File: src/common/rbms_regs.vh
/*
 * Constants of the reset and boot-mode select block: register offsets,
 * field positions, reset values, mode pin codes and timing counts.
 * Assumes inclusion by bare name from design files under core/.
 */
`ifndef RBMS_REGS_VH
`define RBMS_REGS_VH

// Register offsets (4-bit word address)
`define RBMS_ADDR_W 4
`define RBMS_DATA_W 16
`define RBMS_OFF_AUTOBUF_CTL 4'h0
`define RBMS_OFF_MODE_STATUS 4'h1
`define RBMS_OFF_INT_MASK 4'h2
`define RBMS_OFF_STATUS 4'h3
`define RBMS_OFF_FLAG_DIR 4'h4
`define RBMS_OFF_FLAG_DATA 4'h5

// Field positions
`define RBMS_CLK_OUT_DIS_BIT 14
`define RBMS_MODE_STAT_W 7
`define RBMS_IMASK_W 10
`define RBMS_ST_MODE_A 0
`define RBMS_ST_MODE_B 1
`define RBMS_ST_MODE_C 2
`define RBMS_ST_MODE_D 3
`define RBMS_ST_HOST 4
`define RBMS_ST_STABLE 5
`define RBMS_ST_HOLD 6
`define RBMS_ST_STACK_EMPTY 7
`define RBMS_ST_STATE_LSB 8

// Reset values
`define RBMS_RST_AUTOBUF_CTL 16'h0000
`define RBMS_RST_MODE_STATUS 7'h00
`define RBMS_RST_INT_MASK 10'h000
`define RBMS_RST_FLAG_DIR 1'b0
`define RBMS_RST_FLAG_DATA 1'b0

// Boot kinds decoded from mode pins
`define RBMS_BOOT_NONE 2'h0
`define RBMS_BOOT_BYTE 2'h1
`define RBMS_BOOT_HOST 2'h2

// Timing: input clock runs at half the cycle rate
`define RBMS_INCLK_DIV 2
`define RBMS_PLL_LOCK_INCLK 2000
`define RBMS_LOCK_CNT_W 11
`define RBMS_BOOT_WORDS 6'h20
`define RBMS_FIRST_FETCH 14'h0000

`endif

File: src/core/rbms_clk_gen.v
/*
 * Clock output at half the cycle rate (toggles every mclk) and input-clock-rate enable.
 * Assumes mclk is the processor cycle clock, twice the input clock rate.
 */
`timescale 1ns/100ps
`include "rbms_regs.vh"
module rbms_clk_gen (
    input wire mclk,
    input wire rst,
    input wire clkOutDisable,
    output reg inClkEn_r,
    output reg cycleClkOut_r
);
    // Derived enable instead of a second clock
    always @(posedge mclk or posedge rst) begin
        if (rst) begin
            inClkEn_r <= 1'b0;
            cycleClkOut_r <= 1'b0;
        end else begin
            inClkEn_r <= ~inClkEn_r;
            // Half-period of cycle clock per mclk; held low when switched off
            cycleClkOut_r <= clkOutDisable ? 1'b0 : ~cycleClkOut_r;
        end
    end
endmodule

File: src/core/rbms_core.v
/*
 * Reset sequencing, mode strap capture and boot selection.
 * Assumes all pins synchronous to mclk; rst is the power-on reset,
 * resetN the board master reset.
 */
// The address map and the strobed register port were chosen for this implementation.
// Contract
// Cycle clock runs twice the input clock
// Partner never stops input clock outside power-down
// Cycle clock output gated by disable bit
// Partner holds reset through 2000 input clocks
// Later resets need no new stabilisation
// Master reset empties stacks, masks, clears status
// Boot only without bus request, booting mode
// First fetch at internal address zero
// Memory mode pin sampled in reset, flag after
// Modes 000: full memory, byte boot 32
// Mode 010: no boot, external address zero
// Mode 100: host mode, byte boot 32
// Mode 101: host mode, wait host write 0
// Ack drive pin 0: acknowledge actively driven
// Ack drive pin 1: acknowledge open drain
// Partner releases strap driver after reset
// Resistor strap: flag input in power-down
// Buffer strap: flag output in power-down
// Straps latched at reset release, held
`timescale 1ns/100ps
`include "rbms_regs.vh"
module rbms_core (
    input wire mclk,
    input wire rst,
    input wire resetN,
    input wire modeA,
    input wire modeB,
    input wire modeD,
    input wire flagTwoIn,
    output reg flagTwoOut_r,
    output wire flagTwoOeN,
    input wire busReq,
    input wire byteDmaWordDone,
    input wire hostPmWrite,
    input wire [13:0] hostPmAddr,
    input wire ackReq,
    output reg hostAckOut,
    output reg hostAckOeN,
    output reg byteDmaStart_r,
    output wire [5:0] byteDmaWords,
    output reg coreHold_r,
    output reg fetchExternal_r,
    output reg [13:0] firstFetchAddr_r,
    output reg hostMode_r,
    output reg masterReset_r,
    output wire cycleClockOut,
    input wire [3:0] regAddr,
    input wire [15:0] regWdata,
    input wire regWr,
    input wire regRd,
    output reg [15:0] regRdata_r
);
    // Sequencer states
    localparam ST_RESET = 3'h0;
    localparam ST_LOCK = 3'h1;
    localparam ST_CHECK = 3'h2;
    localparam ST_BYTE_BOOT = 3'h3;
    localparam ST_HOST_BOOT = 3'h4;
    localparam ST_RUN = 3'h5;

    // Boot kind from memory-mode, boot-disable and boot-source pins
    function [1:0] bootKind;
        input c;
        input b;
        input a;
        begin
            case ({c, b, a})
                3'b000: bootKind = `RBMS_BOOT_BYTE;
                3'b100: bootKind = `RBMS_BOOT_BYTE;
                3'b101: bootKind = `RBMS_BOOT_HOST;
                default: bootKind = `RBMS_BOOT_NONE;
            endcase
        end
    endfunction

    // Register address match
    function hit;
        input [3:0] addr;
        input [3:0] off;
        begin
            hit = (addr == off);
        end
    endfunction

    reg [2:0] state_r;
    reg [2:0] state_nxt;
    reg [15:0] autobufCtl_r;
    reg [6:0] modeStatus_r;
    reg [9:0] intMask_r;
    reg flagDir_r;
    reg stackEmpty_r;
    reg resetNPrev_r;
    // Strap order: D, C, B, A from bit 3 down
    reg [3:0] strapShadow_r;
    reg [3:0] strapCfg_r;
    reg [1:0] bootKind_r;
    reg [`RBMS_LOCK_CNT_W-1:0] lockCnt_r;
    reg locked_r;
    reg [5:0] wordCnt_r;
    wire inClkEn;
    wire clkOutDisable;
    wire releaseEdge;
    wire bootDone;
    wire byteBootDone;
    wire hostBootDone;
    wire [15:0] statusWord;

    assign clkOutDisable = autobufCtl_r[`RBMS_CLK_OUT_DIS_BIT];
    assign releaseEdge = resetN & ~resetNPrev_r;
    assign byteDmaWords = `RBMS_BOOT_WORDS;

    rbms_clk_gen i_rbms_clk_gen (
        .mclk(mclk),
        .rst(rst),
        .clkOutDisable(clkOutDisable),
        .inClkEn_r(inClkEn),
        .cycleClkOut_r(cycleClockOut)
    );

    // Lock wait counts input-clock periods once after power-on only
    // Later master resets skip it: the input clock never stops
    always @(posedge mclk or posedge rst) begin
        if (rst) begin
            lockCnt_r <= {`RBMS_LOCK_CNT_W{1'b0}};
            locked_r <= 1'b0;
        end else if (!locked_r && inClkEn) begin
            if (lockCnt_r == `RBMS_PLL_LOCK_INCLK - 1) begin
                locked_r <= 1'b1;
            end
            lockCnt_r <= lockCnt_r + 1'b1;
        end
    end

    // Strap capture: shadow follows pins in reset, frozen on release
    always @(posedge mclk or posedge rst) begin
        if (rst) begin
            resetNPrev_r <= 1'b0;
            strapShadow_r <= 4'h0;
            strapCfg_r <= 4'h0;
            bootKind_r <= `RBMS_BOOT_NONE;
            hostMode_r <= 1'b0;
        end else begin
            resetNPrev_r <= resetN;
            if (!resetN) begin
                strapShadow_r <= {modeD, flagTwoIn, modeB, modeA};
            end
            if (releaseEdge) begin
                strapCfg_r <= strapShadow_r;
                bootKind_r <= bootKind(strapShadow_r[2], strapShadow_r[1], strapShadow_r[0]);
                hostMode_r <= strapShadow_r[2];
            end
        end
    end

    // Byte boot ends on the pulse that carries the last word
    assign byteBootDone = (state_r == ST_BYTE_BOOT)
                          && byteDmaWordDone
                          && (wordCnt_r == `RBMS_BOOT_WORDS - 6'h01);
    // Host boot ends only on a write to the first fetch address
    assign hostBootDone = (state_r == ST_HOST_BOOT)
                          && hostPmWrite
                          && (hostPmAddr == `RBMS_FIRST_FETCH);
    assign bootDone = byteBootDone | hostBootDone;

    always @* begin
        state_nxt = state_r;
        case (state_r)
            ST_RESET: begin
                if (resetN) begin
                    state_nxt = ST_LOCK;
                end
            end
            ST_LOCK: begin
                if (locked_r) begin
                    state_nxt = ST_CHECK;
                end
            end
            ST_CHECK: begin
                // A pending bus request defers the decision
                if (!busReq) begin
                    case (bootKind_r)
                        `RBMS_BOOT_BYTE: state_nxt = ST_BYTE_BOOT;
                        `RBMS_BOOT_HOST: state_nxt = ST_HOST_BOOT;
                        default: state_nxt = ST_RUN;
                    endcase
                end
            end
            ST_BYTE_BOOT: begin
                if (bootDone) begin
                    state_nxt = ST_RUN;
                end
            end
            ST_HOST_BOOT: begin
                if (bootDone) begin
                    state_nxt = ST_RUN;
                end
            end
            ST_RUN: state_nxt = ST_RUN;
            default: state_nxt = ST_RESET;
        endcase
        if (!resetN) begin
            state_nxt = ST_RESET;
        end
    end

    // Hold drops with the edge that enters the run state
    always @(posedge mclk or posedge rst) begin
        if (rst) begin
            state_r <= ST_RESET;
            wordCnt_r <= 6'h00;
            byteDmaStart_r <= 1'b0;
            coreHold_r <= 1'b1;
        end else begin
            state_r <= state_nxt;
            byteDmaStart_r <= (state_r == ST_CHECK) && (state_nxt == ST_BYTE_BOOT);
            if (state_r != ST_BYTE_BOOT) begin
                wordCnt_r <= 6'h00;
            end else if (byteDmaWordDone) begin
                wordCnt_r <= wordCnt_r + 6'h01;
            end
            // Execution held until the boot sequence ends
            coreHold_r <= (state_nxt != ST_RUN);
        end
    end

    // First fetch source: external memory only when boot is skipped
    always @(posedge mclk or posedge rst) begin
        if (rst) begin
            fetchExternal_r <= 1'b0;
            firstFetchAddr_r <= `RBMS_FIRST_FETCH;
        end else begin
            if (state_r == ST_CHECK && state_nxt == ST_RUN) begin
                fetchExternal_r <= 1'b1;
            end else if (state_nxt != ST_RUN) begin
                fetchExternal_r <= 1'b0;
            end
            firstFetchAddr_r <= `RBMS_FIRST_FETCH;
        end
    end

    // Master reset clears core state while the pin is low
    always @(posedge mclk or posedge rst) begin
        if (rst) begin
            masterReset_r <= 1'b1;
            stackEmpty_r <= 1'b1;
        end else if (!resetN) begin
            masterReset_r <= 1'b1;
            stackEmpty_r <= 1'b1;
        end else begin
            masterReset_r <= 1'b0;
            // Stacks leave empty once the core runs
            if (state_r == ST_RUN) begin
                stackEmpty_r <= 1'b0;
            end
        end
    end

    // Software registers; writes in reset are dropped so reset values win
    always @(posedge mclk or posedge rst) begin
        if (rst) begin
            modeStatus_r <= `RBMS_RST_MODE_STATUS;
            intMask_r <= `RBMS_RST_INT_MASK;
            autobufCtl_r <= `RBMS_RST_AUTOBUF_CTL;
            flagDir_r <= `RBMS_RST_FLAG_DIR;
            flagTwoOut_r <= `RBMS_RST_FLAG_DATA;
        end else if (!resetN) begin
            modeStatus_r <= `RBMS_RST_MODE_STATUS;
            intMask_r <= `RBMS_RST_INT_MASK;
            autobufCtl_r <= `RBMS_RST_AUTOBUF_CTL;
            flagDir_r <= `RBMS_RST_FLAG_DIR;
            flagTwoOut_r <= `RBMS_RST_FLAG_DATA;
        end else if (regWr) begin
            if (hit(regAddr, `RBMS_OFF_AUTOBUF_CTL)) begin
                autobufCtl_r <= regWdata;
            end
            if (hit(regAddr, `RBMS_OFF_MODE_STATUS)) begin
                modeStatus_r <= regWdata[`RBMS_MODE_STAT_W-1:0];
            end
            if (hit(regAddr, `RBMS_OFF_INT_MASK)) begin
                intMask_r <= regWdata[`RBMS_IMASK_W-1:0];
            end
            if (hit(regAddr, `RBMS_OFF_FLAG_DIR)) begin
                flagDir_r <= regWdata[0];
            end
            if (hit(regAddr, `RBMS_OFF_FLAG_DATA)) begin
                flagTwoOut_r <= regWdata[0];
            end
        end
    end

    // Pin stays released through reset so the strap can be read
    assign flagTwoOeN = ~(flagDir_r & resetN);

    // Acknowledge pin drive style chosen by latched strap
    always @* begin
        hostAckOut = 1'b1;
        hostAckOeN = 1'b1;
        if (hostMode_r && resetN) begin
            if (!strapCfg_r[3]) begin
                hostAckOut = ~ackReq;
                hostAckOeN = 1'b0;
            end else begin
                // Board pull-down shows acknowledge; we only drive high
                hostAckOut = 1'b1;
                hostAckOeN = ackReq;
            end
        end
    end

    // Read-only view of sequencer state and the latched straps
    assign statusWord = {5'h00,
                         state_r,
                         stackEmpty_r,
                         coreHold_r,
                         locked_r,
                         hostMode_r,
                         strapCfg_r};

    // Read data stand one cycle, then return to zero
    always @(posedge mclk or posedge rst) begin
        if (rst) begin
            regRdata_r <= 16'h0000;
        end else if (regRd) begin
            case (regAddr)
                `RBMS_OFF_AUTOBUF_CTL: regRdata_r <= autobufCtl_r;
                `RBMS_OFF_MODE_STATUS: regRdata_r <= {9'h000, modeStatus_r};
                `RBMS_OFF_INT_MASK: regRdata_r <= {6'h00, intMask_r};
                `RBMS_OFF_STATUS: regRdata_r <= statusWord;
                `RBMS_OFF_FLAG_DIR: regRdata_r <= {15'h0000, flagDir_r};
                `RBMS_OFF_FLAG_DATA: regRdata_r <= {15'h0000, flagTwoIn};
                default: regRdata_r <= 16'h0000;
            endcase
        end else begin
            regRdata_r <= 16'h0000;
        end
    end
endmodule

File: config.mk
export PLATFORM = sky130hd
export DESIGN_NAME = rbms_core
export DESIGN_NICKNAME = d
export VERILOG_FILES = /design/src/core/rbms_clk_gen.v /design/src/core/rbms_core.v
export VERILOG_INCLUDE_DIRS = /design/src /design/src/common
export SDC_FILE = /design/constraint.sdc
export NUM_CORES = 1
export LEC_CHECK = 0
export BUFFER_PORTS_ARGS = -buffer_cell sky130_fd_sc_hd__buf_2
export CAP_MARGIN = 20
export CORE_MARGIN = 2
export CORE_UTILIZATION = 58
export CTS_CLUSTER_DIAMETER = 200
export DETAILED_ROUTE_END_ITERATION = 8
export GPL_TIMING_DRIVEN = 0
export PLACE_DENSITY = 0.85
export REMOVE_ABC_BUFFERS = 1
export SYNTH_ARGS = -nofsm -noshare
export SYNTH_HDL_FRONTEND = slang
export SYNTH_SLANG_ARGS = --single-unit
export TNS_END_PERCENT = 100
File: constraint.sdc
create_clock -name mclk -period 4.65 [get_ports mclk]
set_input_delay 0.6975 -clock mclk [delete_from_list [all_inputs] [get_ports mclk]]
set_output_delay 0.6975 -clock mclk [all_outputs]
set_load 0.01 [all_outputs]
Yosys cells after proc, flatten, opt, wreduce, memory -nomap -nowiden --
Index checks and enable logic that the tools add are counted.
Storage, ports and cells: input bits 47, flip-flop bits (word level) 91, output and inout bits 46, word-level logic and storage cells 118
Cells by class: reduce and logical (&&, ||, !) cells 23, bitwise operators 8, $add $sub $neg 2, equality and inequality tests 27, mux-type cells 36
Operators with widths (count):
- 16-bit one-hot mux with 6 select lines | 1
- 16-bit two-way mux | 4
- 10-bit two-way mux | 3
- 7-bit two-way mux | 3
- 1-bit two-way mux | 16
- 3-bit == test (second input constant) | 5
- 3-bit one-hot mux with 5 select lines | 1
- 14-bit logical NOT | 1
- 2-bit by 1-bit != test with 1-bit output (second input constant) | 7
- 3-bit two-way mux | 4
- 6-bit two-way mux | 2
- 2-bit AND reduction | 6
- 11-bit by 1-bit adder with 11-bit output (second input constant) | 1
- 11-bit == test (second input constant) | 1
- 3-bit by 2-bit == test with 1-bit output (second input constant) | 3
- 4-bit by 2-bit == test with 1-bit output (second input constant) | 2
- 4-bit by 3-bit == test with 1-bit output (second input constant) | 2
- 1-bit logical AND | 8
- 6-bit by 1-bit adder with 6-bit output (second input constant) | 1
- 6-bit by 5-bit == test with 1-bit output (second input constant) | 1
- 3-bit logical NOT | 2
- 3-bit one-hot mux with 2 select lines | 1
- 1-bit inverter | 5
- 4-bit by 1-bit == test with 1-bit output (second input constant) | 1
- other kinds (12) | 15

Depth between registers and ports, before layout --
Gate-level depths: netlist of run 1.
depth in word-level cells 10, depth in mapped cells 7, gate-level depth less buffers 5

Hierarchy --
A second synthesis of run 1 with hierarchy kept.
Second synthesis, totals: cell total of the unflattened synthesis 406, area, all modules 4201.5 um^2
By module, submodules not included:
- rbms_core | cells each 401, area an instance 4140.2 um^2, times used 1, seq. area each 2205.9 um^2
- rbms_clk_gen | cells each 5, area an instance 61.3 um^2, times used 1, seq. area each 50.0 um^2

Worst setup path before layout of run 1 --
OpenSTA, ideal clock, no wires.
path kind input-to-reg, from in regAddr[0], to reg autobufCtl_r[2], path slack 2.846 ns, path buffers 2, data arrival time 1.668 ns, library setup time 0.136 ns, required time 4.514 ns, stages 6, cell sequence buf_2 nor4_2 nand2_1 clkbuf_1 nand2_1 a21oi_1
On the way: longest elaborated chain between the ends 3
RTL lines:
- from (decl) | line rbms_core.v:54 | input wire [3:0] regAddr,
- 4-bit logical NOT | line rbms_core.v:88 | hit = (addr == off);
- 2-bit by 1-bit != test with 1-bit output (no line)
- 2-bit AND reduction (no line)
- to (signal assigned) | line rbms_core.v:270 | autobufCtl_r <= `RBMS_RST_AUTOBUF_CTL;
- to (signal assigned) | line rbms_core.v:276 | autobufCtl_r <= `RBMS_RST_AUTOBUF_CTL;
- to (signal assigned) | line rbms_core.v:281 | autobufCtl_r <= regWdata;
- to (decl) | line rbms_core.v:94 | reg [15:0] autobufCtl_r;
Every way passes these cells. A chain may end at the register's enable or synchronous reset.

Final worst setup path of run 1 --
from in regAddr[1], to reg autobufCtl_r[12]
Same word-level chain as after synthesis.

==> key figures, run 1 <==
Synthesis
  • Synthesized area: 4160 um^2
  • Post-synth top cells: dfrtp_1 (87), nand2_1 (83), a21oi_1 (41)
  • Synth top area cells: dfrtp_1 (52%), nand2_1 (7.5%), a21oi_1 (4.9%)
  • Yosys warning count: 0
  • Async SR Flop Fraction: 1.00
  • #FFs+latches synth: 90
  • Count leader, synth: dfrtp_1
  • Share of the synthesized area in the top cell type: 0.523
  • Number of library cell types mapped by synthesis: 52
  • Syn Area/Cell: 10.3 um^2
  • Yosys top cell by area: dfrtp_1
  • Ys flop type: dfrtp_1
  • Sequential share of the synthesized area: 0.542
  • Post-synth EDFFs: 0
  • Synth Instances: 403

Setup path
  • Launching point of the worst reg2reg path: wordCnt_r[0]$_DFFE_PP0P_
  • RR Endpoint: coreHold_r$_DFF_PP1_
  • Critical path buffer and inverter count: 1
  • Critical Path Sink: autobufCtl_r[12]$_DFFE_PP0P_
  • WS Path Type: in2reg
  • CP max stage delay: 650 ps
  • Critical Path, Cell by Cell: buf_2 -> nor4_2 -> and2_1 -> nand2_1 -> a21oi_1
  • CP arrival: 2450 ps
  • CP max-delay cell: and2_1
  • CP Launch Type: input port
  • Crit-path max FO: 16
  • CP Capture Type: flop
  • CP startpoint: regAddr[1]
  • Register-to-Register Setup Slack: 2900 ps
  • R2R depth: 5
  • Cell count along the critical path: 5
  • CP top delay family: simple AND/OR/NAND/NOR gates
  • WP data required: 4940 ps

Final layout
  • Filler cells: 505
  • Total inserted antenna cells: 0
  • Area Growth Syn to Fin: 14.1%
  • Layout cell share with drive strength beyond 1: 0.258
  • Fin nets: 517
  • Post-route cell area: 4750 um^2

Placement
  • Port Buf Inserts: 72
  • HPWL after detailed placement: 5.90 mm
  • GP Congestion: 0.802
  • Place WS: 1530 ps
  • Placed cell area: 4490 um^2

Outcome
  • Status: finished, final reports clean

Detailed routing
  • Top routing layer in use: met4
  • Vias: 3,164
  • WL met3: 597 um
  • DR iter-0 viols: 315
  • Post-route ant nets: 0
  • Routed length per instance: 15.3 um
  • Met2 wire length: 4.10 mm
  • Routed metal-1 wire length: 3.81 mm
  • Drt pass-1 iters: 5
  • Final WL: 8.71 mm
  • Vias per cell: 5.56
  • Residual DRC: 0

Die
  • Die W: 88.7 um
  • Io pins: 93
  • Die area: 7860 um^2
  • Die height: 88.7 um
  • Rows: 30
  • Initial core utilization: 0.605
  • Area of the core: 6870 um^2

Timing
  • Clock skew: 6.10 ps
  • Post-layout min period: 2160 ps
  • Final hold violations: 0
  • Setup violators final: 0
  • WHS: 387 ps
  • Fmax: 462 MHz
  • Setup TNS: 0 ps
  • Worst rel slew slack: 0.283
  • Worst-Margin Slew: 1060 ps
  • Unrepaired setup endpoints after global routing: false
  • Final slew viol count: 0
  • Tcrit/Tclk final: 0.465
  • Final worst setup slack: 2490 ps

Power and ir drop
  • Psw: 0.375 mW
  • Pwr dens: 326 nW/um^2
  • Gate power share: 0.082
  • Worst IR Drop VDD: 0.000250 V
  • Final Total Pwr: 1.55 mW
  • Sw Share: 0.243
  • Pleak: 2.21 nW
  • P_int: 1.17 mW
  • Clk pwr share: 0.388
  • Flop pwr share: 0.530

Worst hold path
  • Tightest Hold Check Type: in2async

Global route
  • Vias in the first global route: 2,981
  • Remaining global-route overflow: 0
  • Initial antenna violation count: 0
  • GRT Total Usage: 0.235
  • Largest net degree at the start of global routing: 50
  • First-pass GRT wire length: 14.1 mm

Clock tree
  • Depth of the CTS H-tree: 3
  • Root Buffer: clkbuf_8
  • Worst skew pair latency: 360 ps
  • Total CTS buffers: 9
  • CTS sink cnt: 90
  • Reg clk slew, reported paths: 90 ps
  • CTS tree: built
  • Bufs on Longest Clock Path: 2
  • Post-CTS Hold Fix Bufs: 0
  • Post-CTS Resized: 0
  • Post-CTS Setup Bufs: 0

Flow run
  • Maxcap violations: 0
layout by cell type (no fill, tap or decap), types with 2 or more instances in the layout:
cell        count
or3_4           2
nand2_1        83
xnor2_1         8
nand2b_1        3
o221ai_1        2
conb_1         20
xor2_1          6
a22oi_1        14
buf_16          2
clkinvlp_4      2
a21oi_1        41
buf_2          73
dfrtp_1        87
mux2_2         16
nor3_1          5
a31oi_1         3
clkbuf_8       10
and3_1          6
nor4b_4         2
and2_1          3
inv_1           5
nand3b_1        5
nor2_1         20
dfstp_2         3
or2b_2          2
ha_1            2
nor4_1          4
nand4b_1        2
nand4_1         2
bufinv_16       2
o21ai_0         3
mux2i_1         3
nand3_1        11
registers in the layout (all words and copies together) (netlist names), 2 cells and up:
signal         cells
modeStatus_r       7
strapCfg_r         4
wordCnt_r          6
bootKind_r         2
lockCnt_r         11
autobufCtl_r      16
regRdata_r        16
state_r            3
intMask_r         10
strapShadow_r      4
power by group through the flow:
stage,clock (mW),sequential (mW),combinational (mW)
2_1_floorplan,0,0.831,0.0641
6_report,0.600,0.819,0.126
4_1_cts,0.603,0.819,0.123
3_3_place_gp,0,0.833,0.116
3_5_place_dp,0,0.834,0.123
5_1_grt,0.639,0.822,0.140
logic make-up (layout without fill, tap and decap cells):
group | Yosys count | after routing | share of synthesized area
AO/OA/AOI/OAI | 72 | 72 | 0.107
buffers and inverters | 45 | 97 | 0.0671
AND/OR/NAND/NOR | 159 | 159 | 0.196
XOR/XNOR | 14 | 14 | 0.0295
flip-flops | 90 | 90 | 0.542
other | 2 | 20 | 0.00181
multiplexers | 19 | 19 | 0.0505
adder cells (fa/ha/maj) | 2 | 2 | 0.00602
how the worst min path moves through the flow:
stage / from / to / slack [ps]
after global routing: rst / lockCnt_r[9]$_DFFE_PP0P_ / 420
after CTS: rst / lockCnt_r[9]$_DFFE_PP0P_ / 400
after floorplan: i_rbms_clk_gen.inClkEn_r$_DFF_PP0_ / i_rbms_clk_gen.inClkEn_r$_DFF_PP0_ / 420
final: rst / lockCnt_r[9]$_DFFE_PP0P_ / 390
after global placement: i_rbms_clk_gen.cycleClkOut_r$_DFF_PP0_ / i_rbms_clk_gen.cycleClkOut_r$_DFF_PP0_ / 400
after detailed placement: i_rbms_clk_gen.cycleClkOut_r$_DFF_PP0_ / i_rbms_clk_gen.cycleClkOut_r$_DFF_PP0_ / 410
per-layer routing:
layer | vias to the layer above | track usage
met5 | - | 0
met3 | 19 | 0.0382
met4 | 0 | 0.114
li1 | 1481 | -
met1 | 1524 | 0.324
met2 | 140 | 0.366
cell type report:
| type | count | area, um^2 | area share |
|---|---|---|---|
| flip-flops and latches | 90 | 2260 | 0.475 |
| multi-input cells | 286 | 1700 | 0.358 |
| repair buffers | 75 | 420 | 0.0886 |
| clock buffers | 10 | 138 | 0.0290 |
| well taps | 96 | 120 | 0.0253 |
| clock inverters | 6 | 88.8 | 0.0187 |
| inverters | 6 | 25.0 | 0.00527 |
per-stage QoR:
stage / instances / utilization
after detailed placement: 551 / 0.653
after floorplan: 382 / -
final: 569 / 0.691
after global routing: 569 / 0.691
after CTS: 567 / 0.686
after global placement: 550 / 0.648
No activity file was read; power rests on OpenSTA's default activity.
==> inputs of run 2 (changes only) <==
--- a/config.mk
+++ b/config.mk
@@ -9,11 +9,11 @@
 export BUFFER_PORTS_ARGS = -buffer_cell sky130_fd_sc_hd__buf_2
 export CAP_MARGIN = 20
 export CORE_MARGIN = 2
-export CORE_UTILIZATION = 58
+export CORE_UTILIZATION = 49
 export CTS_CLUSTER_DIAMETER = 200
 export DETAILED_ROUTE_END_ITERATION = 8
 export GPL_TIMING_DRIVEN = 0
-export PLACE_DENSITY = 0.85
+export PLACE_DENSITY = 0.76
 export REMOVE_ABC_BUFFERS = 1
 export SYNTH_ARGS = -nofsm -noshare
 export SYNTH_HDL_FRONTEND = slang
==> constraint.sdc (replaced) <==
create_clock -name mclk -period 1.9 [get_ports mclk]
set_input_delay 0.285 -clock mclk [delete_from_list [all_inputs] [get_ports mclk]]
set_output_delay 0.285 -clock mclk [all_outputs]
set_load 0.01 [all_outputs]
==> run 2 against run 1 <==
- sequential cell count unchanged
- clock-buffer cell count up 1
- die area up 18%
- non-clock buffer count up 2
- global-route usage down 3.1 points
- critical path depth unchanged
- hold slack worse by 240 ps
- cell area up 0.26%
- routed wire length up 1.3%
- register-to-register slack worse by 2700 ps
- via count down 0.70%
- first-iteration DRC count down 21%
- critical endpoint is now coreHold_r$_DFF_PP1_
==> key figures, run 2 (synthesized netlist as in run 1, its figures left out) <==
Setup path
  • Launching point of the worst reg2reg path: wordCnt_r[0]$_DFFE_PP0P_
  • WP data required: 2160 ps
  • CP Launch Type: flop
  • CP max-delay cell: or3_4
  • CP max stage delay: 410 ps
  • Crit-path max FO: 3
  • CP arrival: 1980 ps
  • CP startpoint: wordCnt_r[0]$_DFFE_PP0P_
  • WS Path Type: reg2reg
  • Critical Path, Cell by Cell: ha_1 -> nand4_2 -> or3_4 -> a311oi_2 -> o221ai_1
  • CP Capture Type: flop

Power and ir drop
  • Pwr dens: 767 nW/um^2
  • Pleak: 2.22 nW
  • Worst IR Drop VDD: 0.000313 V

Global route
  • Vias in the first global route: 2,900
  • First-pass GRT wire length: 14.2 mm
  • Initial antenna violation count: 0
  • Remaining global-route overflow: 0
  • Largest net degree at the start of global routing: 75
  • GRT Total Usage: 0.205

Detailed routing
  • Final WL: 8.82 mm
  • Residual DRC: 0
  • Routed length per instance: 15.2 um
  • WL met3: 654 um
  • Drt pass-1 iters: 5
  • Met2 wire length: 4.18 mm
  • Top routing layer in use: met4
  • Vias per cell: 5.42
  • DR iter-0 viols: 249
  • Post-route ant nets: 0
  • Routed metal-1 wire length: 3.87 mm
  • Vias: 3,142

Die
  • Die area: 9240 um^2
  • Area of the core: 8220 um^2
  • Initial core utilization: 0.506
  • Die height: 96.1 um
  • Io pins: 93
  • Die W: 96.1 um
  • Rows: 33

Flow run
  • Maxcap violations: 0

Timing
  • Fmax: 582 MHz
  • Clock skew: 5.77 ps
  • Final slew viol count: 0
  • Post-layout min period: 1720 ps
  • Final hold violations: 0
  • Setup TNS: 0 ps
  • Worst rel slew slack: 0.409
  • Worst-Margin Slew: 880 ps
  • Tcrit/Tclk final: 0.904
  • Unrepaired setup endpoints after global routing: false
  • WHS: 151 ps
  • Setup violators final: 0

Placement
  • GP Congestion: 0.816
  • Port Buf Inserts: 72
  • HPWL after detailed placement: 5.99 mm

Final layout
  • Area Growth Syn to Fin: 14.4%
  • Total inserted antenna cells: 0
  • Largest regs: autobufCtl_r (16), regRdata_r (16), lockCnt_r (11)
  • Most common cell after layout, fill and taps aside: dfrtp_1
  • Fin nets: 519
  • Most frequent cells in the layout: dfrtp_1 (87), nand2_1 (82), buf_2 (72)
  • Layout cell share with drive strength beyond 1: 0.263
  • Fin util: 0.579

Clock tree
  • CTS sink cnt: 90
  • Reg clk slew, reported paths: 90 ps
  • Bufs on Longest Clock Path: 2
  • Total CTS buffers: 9
  • Depth of the CTS H-tree: 3
  • Worst skew pair latency: 360 ps
  • Root Buffer: clkbuf_8
  • CTS tree: built

Worst hold path
  • Launch point of the worst hold path: modeB
  • Tightest Hold Check Type: in2reg

Outcome
  • Status: finished, final reports clean
run 2: cell count changes in the layout (fill, tap and decap cells not counted), sizes merged:
cell | before | now
dlygate4sd3 | 0 | 1
clkinv | 1 | 3
clkinvlp | 2 | 1
inv | 7 | 6
bufinv | 2 | 1
buf | 75 | 76
clkbuf | 10 | 11
run 2: path summary, 6_finish.rpt:
check,endpoint,slack [ps],cells past startpoint
worst max-delay path,coreHold_r$_DFF_PP1_,180,5
worst min-delay path,strapShadow_r[1]$_DFFE_PP0N_,150,2
worst max register to register,coreHold_r$_DFF_PP1_,180,5
worst min register to register,i_rbms_clk_gen.cycleClkOut_r$_DFF_PP0_,430,1
max in group asynchronous,stackEmpty_r$_DFFE_PP1P_,840,4
min in group asynchronous,regRdata_r[8]$_DFF_PP0_,410,3
run 2: where the power goes:
group	total, mW	internal, mW	switching (mW)
clock	1.33	0.673	0.660
sequential	2.00	1.96	0.0418
combinational	0.313	0.124	0.189
run 2: cell type report:
type / count / area [um^2]
Multi-Input combinational cell: 286 / 1700
Timing Repair Buffer: 77 / 440
Inverter: 6 / 25.0
Fill cell: 712 / 3460
Clock buffer: 11 / 151
Sequential cell: 90 / 2260
Clock inverter: 5 / 52.6
Tap cell: 105 / 131
run 2: layer usage:
| metal | GRT usage | vias up |
|---|---|---|
| met5 | 0 | - |
| met4 | 0.0750 | 0 |
| met3 | 0.0478 | 9 |
| met2 | 0.306 | 135 |
| met1 | 0.291 | 1517 |
| li1 | - | 1481 |
run 2: repair_timing:
action / in CTS / in global routing
setup endpoints to repair: 2 / 1
endpoints found under the hold margin: 16 / 0
hold buffers: 1 / 0
buffers inserted: 0 / 0
resized for setup: 1 / 1
run 2: metrics by stage:
step / power, mW / area [um^2] / worst slack (ps) / instances
floorplan: 2.19 / 3970 / -715 / 382
global placement: 2.33 / 4460 / -1730 / 559
detailed placement: 2.36 / 4540 / -386 / 563
CTS: 3.68 / 4760 / 141 / 580
global route: 3.82 / 4760 / 65.9 / 580
finish: 3.65 / 4760 / 182 / 580
run 2: worst max-delay path: cells and delay by family, from the launching register on:
kind	cells	cell delay, ps
compound gates	2	480
fa+ha+maj	1	200
flops	1	390
simple gates	2	550
==> inputs of run 3 (changes only) <==
--- a/config.mk
+++ b/config.mk
@@ -6,14 +6,15 @@
 export SDC_FILE = /design/constraint.sdc
 export NUM_CORES = 1
 export LEC_CHECK = 0
+export ABC_AREA = 1
 export BUFFER_PORTS_ARGS = -buffer_cell sky130_fd_sc_hd__buf_2
 export CAP_MARGIN = 20
 export CORE_MARGIN = 2
-export CORE_UTILIZATION = 49
+export CORE_UTILIZATION = 58
 export CTS_CLUSTER_DIAMETER = 200
 export DETAILED_ROUTE_END_ITERATION = 8
 export GPL_TIMING_DRIVEN = 0
-export PLACE_DENSITY = 0.76
+export PLACE_DENSITY = 0.85
 export REMOVE_ABC_BUFFERS = 1
 export SYNTH_ARGS = -nofsm -noshare
 export SYNTH_HDL_FRONTEND = slang
==> constraint.sdc (replaced) <==
create_clock -name mclk -period 2.1 [get_ports mclk]
set_input_delay 0.315 -clock mclk [delete_from_list [all_inputs] [get_ports mclk]]
set_output_delay 0.315 -clock mclk [all_outputs]
set_load 0.01 [all_outputs]
==> run 3 against run 2 <==
- cell count up 9.8%
- via count up 5.1%
- combinational power about the same
- sequential power down 8%
- first-iteration DRC count down 52%
- power down 11%
==> key figures, run 3 <==
Placement
  • Port Buf Inserts: 72
  • Place WS: -304 ps
  • HPWL after detailed placement: 6.28 mm
  • Placed insts: 620
  • GP Congestion: 0.831

Timing
  • Setup TNS: 0 ps
  • Worst rel slew slack: 0.474
  • Setup violators final: 0
  • Post-layout min period: 1710 ps
  • Worst-Margin Slew: 786 ps
  • Final hold violations: 0
  • Unrepaired setup endpoints after global routing: false
  • Clock skew: 9.12 ps
  • Tcrit/Tclk final: 0.812
  • Final worst setup slack: 395 ps
  • Fmax: 586 MHz
  • Final slew viol count: 0

Final layout
  • Largest regs: autobufCtl_r (16), regRdata_r (16), lockCnt_r (11)
  • Sequential Area: 2260 um^2
  • Most frequent cells in the layout: nand2_1 (91), dfrtp_1 (87), buf_2 (72)
  • Total inserted antenna cells: 0
  • Layout cell share with drive strength beyond 1: 0.226
  • Final Non-Filler Cells: 637
  • Area Growth Syn to Fin: 13.6%
  • Fin nets: 585
  • Footprint of the multi-input gates: 1510 um^2
  • Filler cells: 537
  • Most common cell after layout, fill and taps aside: nand2_1
  • Fin util: 0.688

Power and ir drop
  • Pleak: 2.48 nW
  • Pwr dens: 688 nW/um^2
  • Worst IR Drop VDD: 0.000356 V

Clock tree
  • CTS tree: built
  • Root Buffer: clkbuf_8
  • CTS sink cnt: 90
  • Bufs on Longest Clock Path: 2
  • Depth of the CTS H-tree: 3
  • Reg clk slew, reported paths: 90 ps
  • Total CTS buffers: 9
  • Worst skew pair latency: 370 ps

Detailed routing
  • Final WL: 8.87 mm
  • Residual DRC: 0
  • DR iter-0 viols: 119
  • Drt pass-1 iters: 7
  • Vias per cell: 5.18
  • Routed length per instance: 13.9 um
  • Post-route ant nets: 0
  • Vias: 3,302

Global route
  • Remaining global-route overflow: 0
  • Largest net degree at the start of global routing: 65
  • First-pass GRT wire length: 14.8 mm
  • GRT Total Usage: 0.248
  • Initial antenna violation count: 0
  • Vias in the first global route: 3,305

Synthesis
  • Post-synth EDFFs: 0
  • Count leader, synth: nand2_1
  • Number of library cell types mapped by synthesis: 43
  • Syn Area/Cell: 9.01 um^2
  • Synth Instances: 462
  • Synth top area cells: dfrtp_1 (52%), nand2_1 (8.2%), inv_1 (5.8%)
  • Yosys warning count: 0
  • Sequential share of the synthesized area: 0.542
  • Share of the synthesized area in the top cell type: 0.523
  • Yosys top cell by area: dfrtp_1
  • Ys flop type: dfrtp_1
  • Synthesized area: 4160 um^2
  • Post-synth top cells: nand2_1 (91), dfrtp_1 (87), inv_1 (64)
  • #FFs+latches synth: 90
  • Async SR Flop Fraction: 1.00

Die
  • Die area: 7870 um^2
  • Io pins: 93
  • Rows: 30
  • Area of the core: 6870 um^2
  • Die height: 88.7 um
  • Die W: 88.7 um
  • Initial core utilization: 0.606

Setup path
  • Crit-path max FO: 33
  • CP Capture Type: flop
  • CP max stage delay: 510 ps
  • Critical Path, Cell by Cell: buf_2 -> inv_2 -> nor2_2 -> inv_1 -> o21ai_0
  • CP arrival: 2000 ps
  • WS Path Type: in2reg
  • WP data required: 2390 ps
  • CP Launch Type: input port
  • CP max-delay cell: buf_2

Flow run
  • Maxcap violations: 0

Worst hold path
  • Tightest Hold Check Type: in2reg

Outcome
  • Status: finished, final reports clean
[run 3: area by class of cell]
type | count | share of cell area
flip-flops and latches | 90 | 0.477
repair buffers | 74 | 0.0842
multi-input cells | 292 | 0.320
clock buffers | 11 | 0.0299
clock inverters | 5 | 0.00794
well taps | 96 | 0.0254
inverters | 69 | 0.0553
[run 3: cells by family after synthesis]
family,after synthesis,synth area share
multiplexers,7,0.0186
XOR/XNOR,10,0.0210
buffers and inverters,98,0.112
AO/OA/AOI/OAI,64,0.0935
flip-flops,90,0.542
other,2,0.00180
AND/OR/NAND/NOR,189,0.206
adder cells (fa/ha/maj),2,0.00601
[run 3: per-stage QoR]
stage	area, um^2	hold slack (ps)	power (mW)
after global placement	4510	404	2.16
after floorplan	4030	346	2.04
final	4730	138	3.25
after global routing	4730	130	3.38
after detailed placement	4540	321	2.18
after CTS	4720	136	3.25
[run 3: final timing paths]
path | depth (start not counted) | startpoint | end | slack, ps
max in group asynchronous | 4 | rst | masterReset_r$_DFF_PP1_ | 970
hold reg to reg | 1 | i_rbms_clk_gen.cycleClkOut_r$_DFF_PP0_ | i_rbms_clk_gen.cycleClkOut_r$_DFF_PP0_ | 440
setup / recovery | 5 | resetN | autobufCtl_r[13]$_DFFE_PP0P_ | 390
hold / removal | 3 | modeB | strapShadow_r[1]$_DFFE_PP0N_ | 140
setup reg to reg | 9 | wordCnt_r[0]$_DFFE_PP0P_ | fetchExternal_r$_DFFE_PP0P_ | 560
min in group asynchronous | 3 | rst | autobufCtl_r[13]$_DFFE_PP0P_ | 460
[run 3: metal layers]
layer,wire length [um],GRT usage,vias to the layer above
li1,-,-,1580
met1,3660,0.312,1575
met2,4380,0.402,125
met3,575,0.0494,22
met4,255,0.136,0
met5,0,0,-
[run 3: repair_timing]
action / in CTS / in global routing
gates resized for setup: 0 / 1
setup endpoints to repair: 0 / 2
hold buffers: 1 / 0
setup buffers: 0 / 0
endpoints found under the hold margin: 26 / 0
[run 3: where the power goes]
group / switching [mW] / leakage, nW / internal (mW)
clock network: 0.636 / 0.0859 / 0.467
logic: 0.206 / 1.20 / 0.104
registers: 0.0366 / 1.19 / 1.80
[run 3: critical path, delay by kind of cell]
family / cells / cell delay (ps)
AOI/OAI and AO/OA: 1 / 220
buffers and inverters: 3 / 940
and+or+nand+nor: 1 / 500
